--- src/hw/sdp_params.svh ---
// Purpose: Register offsets, field positions and reset values of the script DIO port
// Assumes: Byte addresses on a 32-bit AXI4-Lite slave, one aligned word per register
// Notes: Included by the design file and the testbench
`ifndef SDP_PARAMS_SVH
`define SDP_PARAMS_SVH
`define SDP_OFF_CTRL 8'h00
`define SDP_OFF_STAT 8'h04
`define SDP_OFF_SADDR 8'h08
`define SDP_OFF_SDATA 8'h0C
`define SDP_OFF_RIDX 8'h10
`define SDP_OFF_RDATA 8'h14
`define SDP_OFF_DIR 8'h18
`define SDP_OFF_OUT 8'h1C
`define SDP_RUN_BIT 0
`define SDP_LEN_LSB 8
`define SDP_BUSY_BIT 0
`define SDP_DONE_BIT 1
`define SDP_RESP_OK 2'b00
`define SDP_RESP_ERR 2'b10
`define SDP_DIR_RST 8'h00
`define SDP_OUT_RST 8'h00
`endif

--- src/hw/sdp_pkg.sv ---
// Purpose: Types of the script DIO port
// Assumes: Script command words are 32 bits
// Notes: Command layout op[31:28] port[23:16] line[10:8] value[7:0]
package sdp_pkg;
  typedef enum logic [3:0] {
    op_nop = 4'h0,
    op_cfg_line = 4'h1,
    op_cfg_port = 4'h2,
    op_rd_line = 4'h3,
    op_rd_port = 4'h4,
    op_wr_line = 4'h5,
    op_wr_port = 4'h6
  } sdp_op_type;
  typedef struct packed {
    sdp_op_type op;
    logic [3:0] rsvd_a;
    logic [7:0] port;
    logic [4:0] rsvd_b;
    logic [2:0] line;
    logic [7:0] value;
  } sdp_cmd_type;
  typedef enum logic [1:0] {
    st_idle = 2'b01,
    st_exec = 2'b10
  } sdp_state_type;
endpackage : sdp_pkg

--- src/hw/sdp_top.sv ---
// Purpose: Byte-wide DIO ports run by a stored script, with indexed read results
// Assumes: AXI4-Lite master keeps one write and one read outstanding at most
// Notes: Script runs one command per clock; pins are synchronised by two flops
// Notes on behaviour
// - Configure-line sets direction of one selected line; other lines keep theirs.
// - Configure-port bitmap: bit one makes line output, zero makes input.
// - Configure-port updates all eight lines of the port together.
// - Every command names a port; single-port devices use port zero.
// - Read-line samples the selected line of the selected port.
// - Read-line result is zero for low, one for high.
// - Read-port samples all eight bits together as one byte.
// - Read results stored under command index; host fetches after the script.
// - Write-line value one drives line high, zero drives it low.
// - Whole-port write changes only lines configured as outputs.
`include "sdp_params.svh"
module sdp_top #(
  parameter int PORTS = 1,
  parameter int DEPTH = 16
) (
  input wire logic aclk,
  input wire logic aresetn,
  input wire logic [7:0] awaddr,
  input wire logic awvalid,
  output logic awready,
  input wire logic [31:0] wdata,
  input wire logic [3:0] wstrb,
  input wire logic wvalid,
  output logic wready,
  output logic [1:0] bresp,
  output logic bvalid,
  input wire logic bready,
  input wire logic [7:0] araddr,
  input wire logic arvalid,
  output logic arready,
  output logic [31:0] rdata,
  output logic [1:0] rresp,
  output logic rvalid,
  input wire logic rready,
  input wire logic [PORTS*8-1:0] dio_in,
  output logic [PORTS*8-1:0] dio_out,
  output logic [PORTS*8-1:0] dio_oe
);
  localparam int IW = $clog2(DEPTH);
  localparam int NL = PORTS * 8;
  // Refuse sizes the index logic cannot serve
  if (PORTS < 1 || PORTS > 256 || DEPTH < 2 || DEPTH > 256 || (1 << IW) != DEPTH) begin : g_chk
    $error("sdp_top: PORTS or DEPTH out of range");
  end
  logic [31:0] smem [DEPTH];
  logic [7:0] res_q [DEPTH];
  logic [NL-1:0] sync1_q, din_q;
  logic [7:0] aw_addr_q, aw_addr_d, len_q, len_d, waddr, raddr, pc_q, pc_d, res_val, pbyte;
  logic [31:0] w_data_q, w_data_d, rdata_q, rdata_d, wm;
  logic aw_full_q, aw_full_d, w_full_q, w_full_d, awready_q, awready_d, wready_q, wready_d;
  logic bvalid_q, bvalid_d, arready_q, arready_d, rvalid_q, rvalid_d;
  logic [1:0] bresp_q, bresp_d, rresp_q, rresp_d;
  logic [IW-1:0] saddr_q, saddr_d, ridx_q, ridx_d;
  logic do_wr, go, sm_we, done_q, done_d, port_ok, last, res_we;
  sdp_pkg::sdp_state_type st_q, st_d;
  logic [NL-1:0] dir_q, dir_d, out_q, out_d, lmask, pmask;
  sdp_pkg::sdp_cmd_type cmd;
  int pidx;
  assign awready = awready_q;
  assign wready = wready_q;
  assign bvalid = bvalid_q;
  assign bresp = bresp_q;
  assign arready = arready_q;
  assign rvalid = rvalid_q;
  assign rdata = rdata_q;
  assign rresp = rresp_q;
  assign dio_out = out_q;
  assign dio_oe = dir_q;
  // Two-flop synchroniser on the pins
  always_ff @(posedge aclk) begin
    sync1_q <= dio_in;
    din_q <= sync1_q;
  end
  // Bus next state: address and data taken in either order
  always_comb begin
    wm = {{8{wstrb[3]}}, {8{wstrb[2]}}, {8{wstrb[1]}}, {8{wstrb[0]}}};
    aw_full_d = aw_full_q;
    aw_addr_d = aw_addr_q;
    w_full_d = w_full_q;
    w_data_d = w_data_q;
    bvalid_d = bvalid_q && !bready; // Response leaves at its handshake
    bresp_d = bresp_q;
    arready_d = arready_q;
    rvalid_d = rvalid_q;
    rdata_d = rdata_q;
    rresp_d = rresp_q;
    len_d = len_q;
    saddr_d = saddr_q;
    ridx_d = ridx_q;
    go = 1'b0;
    sm_we = 1'b0;
    waddr = {aw_addr_q[7:2], 2'b00};
    raddr = {araddr[7:2], 2'b00};
    if (awvalid && awready_q) begin
      aw_full_d = 1'b1;
      aw_addr_d = awaddr;
    end
    if (wvalid && wready_q) begin
      w_full_d = 1'b1;
      w_data_d = wdata & wm;
    end
    do_wr = aw_full_q && w_full_q && !bvalid_q;
    if (do_wr) begin
      aw_full_d = 1'b0;
      w_full_d = 1'b0;
      bvalid_d = 1'b1;
      bresp_d = `SDP_RESP_OK;
      unique case (waddr)
        `SDP_OFF_CTRL: begin
          if (w_data_q[`SDP_RUN_BIT] && st_q == sdp_pkg::st_idle) begin
            go = 1'b1;
            len_d = w_data_q[`SDP_LEN_LSB +: 8];
          end
        end
        `SDP_OFF_SADDR: saddr_d = w_data_q[IW-1:0];
        `SDP_OFF_SDATA: begin
          // Script edits are ignored while it runs
          if (st_q == sdp_pkg::st_idle) begin
            sm_we = 1'b1;
            saddr_d = saddr_q + 1'b1;
          end
        end
        `SDP_OFF_RIDX: ridx_d = w_data_q[IW-1:0];
        `SDP_OFF_STAT, `SDP_OFF_RDATA, `SDP_OFF_DIR, `SDP_OFF_OUT: ;
        default: bresp_d = `SDP_RESP_ERR;
      endcase
    end
    awready_d = !aw_full_d;
    wready_d = !w_full_d;
    if (rvalid_q && rready) begin
      rvalid_d = 1'b0;
      arready_d = 1'b1;
    end
    if (arvalid && arready_q) begin
      arready_d = 1'b0;
      rvalid_d = 1'b1;
      rresp_d = `SDP_RESP_OK;
      rdata_d = '0;
      unique case (raddr)
        `SDP_OFF_CTRL: rdata_d[`SDP_LEN_LSB +: 8] = len_q;
        `SDP_OFF_STAT: begin
          rdata_d[`SDP_BUSY_BIT] = (st_q == sdp_pkg::st_exec);
          rdata_d[`SDP_DONE_BIT] = done_q;
        end
        `SDP_OFF_SADDR: rdata_d[IW-1:0] = saddr_q;
        `SDP_OFF_SDATA: rdata_d = smem[saddr_q];
        `SDP_OFF_RIDX: rdata_d[IW-1:0] = ridx_q;
        `SDP_OFF_RDATA: rdata_d[7:0] = res_q[ridx_q];
        `SDP_OFF_DIR: rdata_d[7:0] = dir_q[7:0];
        `SDP_OFF_OUT: rdata_d[7:0] = din_q[7:0];
        default: rresp_d = `SDP_RESP_ERR;
      endcase
    end
  end
  // Bus registers
  always_ff @(posedge aclk) begin
    if (!aresetn) begin
      aw_full_q <= 1'b0;
      aw_addr_q <= '0;
      w_full_q <= 1'b0;
      w_data_q <= '0;
      awready_q <= 1'b1;
      wready_q <= 1'b1;
      bvalid_q <= 1'b0;
      bresp_q <= `SDP_RESP_OK;
      arready_q <= 1'b1;
      rvalid_q <= 1'b0;
      rdata_q <= '0;
      rresp_q <= `SDP_RESP_OK;
      len_q <= '0;
      saddr_q <= '0;
      ridx_q <= '0;
    end else begin
      aw_full_q <= aw_full_d;
      aw_addr_q <= aw_addr_d;
      w_full_q <= w_full_d;
      w_data_q <= w_data_d;
      awready_q <= awready_d;
      wready_q <= wready_d;
      bvalid_q <= bvalid_d;
      bresp_q <= bresp_d;
      arready_q <= arready_d;
      rvalid_q <= rvalid_d;
      rdata_q <= rdata_d;
      rresp_q <= rresp_d;
      len_q <= len_d;
      saddr_q <= saddr_d;
      ridx_q <= ridx_d;
    end
  end
  // Script and result memories
  always_ff @(posedge aclk) begin
    if (sm_we) begin
      smem[saddr_q] <= w_data_q;
    end
    if (res_we) begin
      res_q[pc_q[IW-1:0]] <= res_val;
    end
  end
  // Engine next state: one command per cycle, in script order
  always_comb begin
    cmd = sdp_pkg::sdp_cmd_type'(smem[pc_q[IW-1:0]]);
    pidx = int'(cmd.port);
    port_ok = pidx < PORTS;
    lmask = '0;
    pmask = '0;
    pbyte = '0;
    if (port_ok) begin
      lmask[pidx * 8 + int'(cmd.line)] = 1'b1;
      pmask[pidx * 8 +: 8] = 8'hFF;
      pbyte = din_q[pidx * 8 +: 8];
    end
    st_d = st_q;
    pc_d = pc_q;
    done_d = done_q;
    dir_d = dir_q;
    out_d = out_q;
    res_we = 1'b0;
    res_val = '0;
    last = (pc_q + 8'h01) == len_q;
    unique case (st_q)
      sdp_pkg::st_idle: begin
        if (go) begin
          pc_d = '0;
          done_d = (len_d == '0);
          st_d = (len_d == '0) ? sdp_pkg::st_idle : sdp_pkg::st_exec;
        end
      end
      sdp_pkg::st_exec: begin
        if (port_ok) begin
          unique case (cmd.op)
            sdp_pkg::op_cfg_line: dir_d = (dir_q & ~lmask) | (cmd.value[0] ? lmask : '0);
            sdp_pkg::op_cfg_port: dir_d = (dir_q & ~pmask) | ({PORTS{cmd.value}} & pmask);
            sdp_pkg::op_rd_line: begin
              res_we = 1'b1;
              res_val = {7'h00, |(din_q & lmask)};
            end
            sdp_pkg::op_rd_port: begin
              res_we = 1'b1;
              res_val = pbyte;
            end
            sdp_pkg::op_wr_line: out_d = (out_q & ~lmask) | (cmd.value[0] ? lmask : '0);
            sdp_pkg::op_wr_port: begin
              out_d = (out_q & ~(pmask & dir_q)) | ({PORTS{cmd.value}} & pmask & dir_q);
            end
            default: ;
          endcase
        end
        pc_d = pc_q + 8'h01;
        if (last) begin
          st_d = sdp_pkg::st_idle;
          done_d = 1'b1;
        end
      end
    endcase
  end
  // Engine registers
  always_ff @(posedge aclk) begin
    if (!aresetn) begin
      st_q <= sdp_pkg::st_idle;
      pc_q <= '0;
      done_q <= 1'b0;
      dir_q <= {PORTS{`SDP_DIR_RST}};
      out_q <= {PORTS{`SDP_OUT_RST}};
    end else begin
      st_q <= st_d;
      pc_q <= pc_d;
      done_q <= done_d;
      dir_q <= dir_d;
      out_q <= out_d;
    end
  end
  // Checks on the engine and the bus
  wire logic ex = (st_q == sdp_pkg::st_exec) && port_ok;
endmodule : sdp_top

--- config.mk ---
export PLATFORM = sky130hd
export DESIGN_NAME = sdp_top
export DESIGN_NICKNAME = d
export VERILOG_FILES = /design/src/hw/sdp_pkg.sv /design/src/hw/sdp_top.sv
export VERILOG_INCLUDE_DIRS = /design/src /design/src/hw
export SDC_FILE = /design/constraint.sdc
export NUM_CORES = 1
export LEC_CHECK = 0
export BUFFER_PORTS_ARGS = -buffer_cell sky130_fd_sc_hd__buf_2
export CAP_MARGIN = 10
export CELL_PAD_IN_SITES_DETAIL_PLACEMENT = 2
export CELL_PAD_IN_SITES_GLOBAL_PLACEMENT = 2
export CORE_MARGIN = 1.5
export CORE_UTILIZATION = 42
export DETAILED_ROUTE_END_ITERATION = 8
export GPL_TIMING_DRIVEN = 0
export MAX_ROUTING_LAYER = met4
export PLACE_DENSITY_LB_ADDON = 0.3
export SLEW_MARGIN = 10
export SYNTH_ARGS = -nofsm -noshare
export SYNTH_HDL_FRONTEND = slang
export SYNTH_SLANG_ARGS = --single-unit
--- constraint.sdc ---
create_clock -name aclk -period 3.67 [get_ports aclk]
set_input_delay 0.1835 -clock aclk [delete_from_list [all_inputs] [get_ports aclk]]
set_output_delay 0.1835 -clock aclk [all_outputs]
set_load 0.01 [all_outputs]
==> results by group <==
Run status
  • Status: finished with violations
  • Failing checks: setup timing

Placement
  • HPWL Detailed: approximately 80 mm
  • GPL Wtd Cong: a little under 0.9
  • I/O Buffers: ~110
  • Placed insts: approximately 3200

Yosys
  • Yosys cell types: 84
  • Post-Synthesis Cells: between 1500 and 2000
  • Post-synth top area share: a little under three fifths
  • Syn Area/Cell: 17.0 µm²
  • Post-synth EDFFs: 640
  • YS warnings: 0
  • Seq/Total Area, Yosys: approximately two thirds
  • Top FF cell, synth: edfxtp_1
  • Synth area leader: edfxtp_1
  • Synth Register Bits: ~800
  • Synthesized area: 33700 µm²
  • Main area contributors after synthesis: edfxtp_1 (57%), mux4_2 (18%), dfxtp_1 (8.9%), mux2i_1 (1.2%), nand2_1 (1.2%)
  • Post-synth ARST share: 0%

Drt
  • Routed wire length per instance: approximately 35 µm
  • DR vias/cell: between 6 and 7
  • Post-route DRC: 0
  • Drt total wl: between 100 and 150 mm
  • First-pass DRT Iterations: 5
  • Vias post-DR: approximately 22000
  • Initial DRC Count: 2587
  • DRT antenna net count: 0

Clock network
  • Max H-tree Level: 3
  • Clock-pin slew on the worst setup and hold paths: roughly 0.060 ns
  • TritonCTS clock tree: done
  • Clk buf depth: 3
  • Clk Latency, worst-skew pair: 0.66 ns
  • Clk sink count: 790
  • TritonCTS Buffers: 87
  • Root buf cell: clkbuf_16

STA
  • Final setup violation count: 95
  • Slew Limit Fails: 0
  • Final worst setup slack: -0.0818 ns
  • Final worst-path cycle share: 102%
  • Least-Margin Pin Slew: roughly 1.2 ns
  • Peak Freq: about 270 MHz
  • Fin. Hold Viols: 0
  • Worst slew margin: between 20% and 30%
  • RSZ-0062 raised after global routing: true
  • Tmin final: 3.75 ns
  • Clock Skews: approximately 0.025 ns

Layout
  • FF/Latch Area: approximately 22000 µm²
  • Multi-input gate area: 11300 µm²
  • Final core area utilization: about half
  • Final cell count without fillers: 3431
  • Synth-to-layout area growth: 20.8%
  • Fill cells: ~7100
  • Share of layout cells above drive strength 1: a little under a third
  • Fin nets: between 2000 and 2500

Power
  • Combinational share of power: 2.0%
  • Share of power burned in registers: between 50 and 60%
  • Internal power: ~15000 µW
  • PD cells: between 400 and 500 nW/µm²
  • VDD IR max: about 0.00038 V
  • Sw Pwr: a little over 4000 µW
  • Clock Power Share: between 40% and 50%
  • Switch share: a little over a fifth
  • Leak pwr: between 0.01 and 0.015 µW

Floorplan
  • Die W: about 290 µm
  • Die area: between 80000 and 90000 µm²
  • FP Rows: 103
  • Die height: between 200 and 300 µm
  • Core area: 79300 µm²
  • I/O pin total: around 120
  • Starting density of the core: a little over two fifths

Worst setup path
  • WS Path Type: reg2reg
  • Critical Path AT: between 4 and 5 ns
  • CP Launch Type: flop
  • CP endpoint kind: flop
  • Crit-path max FO: 10
  • R2R Setup Slk: -0.08 ns
  • WP data required: around 4.0 ns

Hold path
  • Hold Path Class: in2reg

Global routing
  • Overall Global Routing Usage: a little under a third
  • Largest net degree at the start of global routing: 21
  • Global-route wire length before repair: roughly 170 mm
  • Number of global-route vias before repair: 23418
  • Grt total ovfl: 0
  • Initial antenna violation count: 6

Run
  • Max-cap violations: 0
## state kept, by name (all words and copies together) (netlist names), named ones only
| signal | count |
|---|---|
| awready | 1 |
| res_q | 128 |
| pc_q | 8 |
| rresp | 1 |
| w_full_q | 1 |
| w_data_q | 32 |
| bresp | 1 |
| aw_full_q | 1 |
| arready | 1 |
| rdata | 32 |
| smem | 512 |
| ridx_q | 4 |
| din_q | 8 |
| st_q | 2 |
| wready | 1 |
| saddr_q | 4 |
| aw_addr_q | 6 |
| rvalid | 1 |
| sync1_q | 8 |
| bvalid | 1 |
| len_q | 8 |
| done_q | 1 |
## synthesized netlist by cell type, types with 33 or more instances
cell type,number
a21boi_0,33
a21oi_1,52
a22oi_1,41
clkbuf_1,74
dfxtp_1,150
edfxtp_1,640
mux2i_1,42
mux4_2,272
nand2_1,112
nand3_1,68
nor2_1,103
nor2b_1,35
## worst paths after layout
path                 startpoint                        to  cells past startpoint
max                        flop    res_q[10][1]$_DFFE_PP_                     16
min                    wstrb[0]  w_data_q[1]$_SDFFE_PN0P_                      3
max reg2reg                flop    res_q[10][1]$_DFFE_PP_                     16
min reg2reg  sync1_q[2]$_DFF_P_          din_q[2]$_DFF_P_                      0
## critical path, stage by stage (launching register included)
cell and delay [ns]:
dfxtp_4 0.40, buf_12 0.16, buf_12 0.15, buf_12 0.10, mux4_2 0.56, a21oi_1 0.23, o2111a_2 0.34, buf_4 0.15
buf_4 0.12, and4_1 0.19, buf_4 0.17, nand2_4 0.12, nor2_4 0.13, nand3b_1 0.10, buf_4 0.21, nor2_4 0.15
buf_4 0.15
## cell usage in the layout, fill, tap and decap left out, types with 33 or more instances in the layout
cell type	count
edfxtp_1	640
a21boi_0	33
buf_2	122
clkbuf_16	90
nand3_1	62
a22oi_1	37
dlygate4sd3_1	63
a21oi_1	52
clkbuf_1	80
dfxtp_1	146
mux4_2	272
nor2_1	81
mux2i_1	41
buf_4	34
nor2b_1	34
nand2_1	107
## routing by layer
| layer | up-vias | track usage [%] | share of wire [%] |
|---|---|---|---|
| li1 | 8680 | - | - |
| met1 | 11485 | 37.8 | 38 |
| met2 | 1135 | 49.6 | 50 |
| met3 | 282 | 5.33 | 7.7 |
| met4 | 0 | 13.1 | 4.4 |
| met5 | - | - | 0 |
## power groups by stage
| stage | combinational [µW] | sequential (µW) | clock, µW |
|---|---|---|---|
| floorplan | 150 | 9910 | 0 |
| detailed placement | 317 | 9960 | 0 |
| global placement | 301 | 9950 | 0 |
| finish | 382 | 9770 | 8840 |
| global route | 405 | 9780 | 9220 |
| CTS | 372 | 9770 | 8900 |
## what timing repair did
item                       4_1_cts  5_1_grt
resized for setup              124       56
setup endpoints to repair      296      250
setup buffers                   13       18
hold buffers                    63        0
hold endpoints to repair        51        0
pin swaps                       14       14
## through the flow
step                cell area [µm²]  worst slack [ns]  TNS [ns]  total power, µW  hold slack (ns)
detailed placement            36400             -1.32   -214.44            10300            0.288
global route                  40700            -0.109     -7.63            19400           0.0293
finish                        40700           -0.0818     -3.06            19000          0.00915
CTS                           40400           0.00172         0            19000         0.000458
floorplan                     33700             0.291         0            10100            0.211
global placement              35600             -2.15  -1101.12            10200            0.290
## layout make-up
| cell class | count | share of cell area [%] |
|---|---|---|
| antenna | 3 | 0.0184 |
| tap | 1050 | 3.23 |
| clock buffer | 115 | 5.93 |
| sequential | 790 | 54.6 |
| buffer | 131 | 1.91 |
| multi-input combinational | 1038 | 27.8 |
| clock inverter | 44 | 1.03 |
| timing repair buffer | 235 | 5.26 |
| inverter | 25 | 0.240 |
## cell families after synthesis
group	share of synthesized area, %
compound gates	4.84
xor+xnor	0.364
fa+ha+maj	0.438
buf+inv	2.03
flops	65.9
mux	19.8
other cells	0.0111
simple gates	6.61
Note: power is estimated with default switching activity, not from simulation.
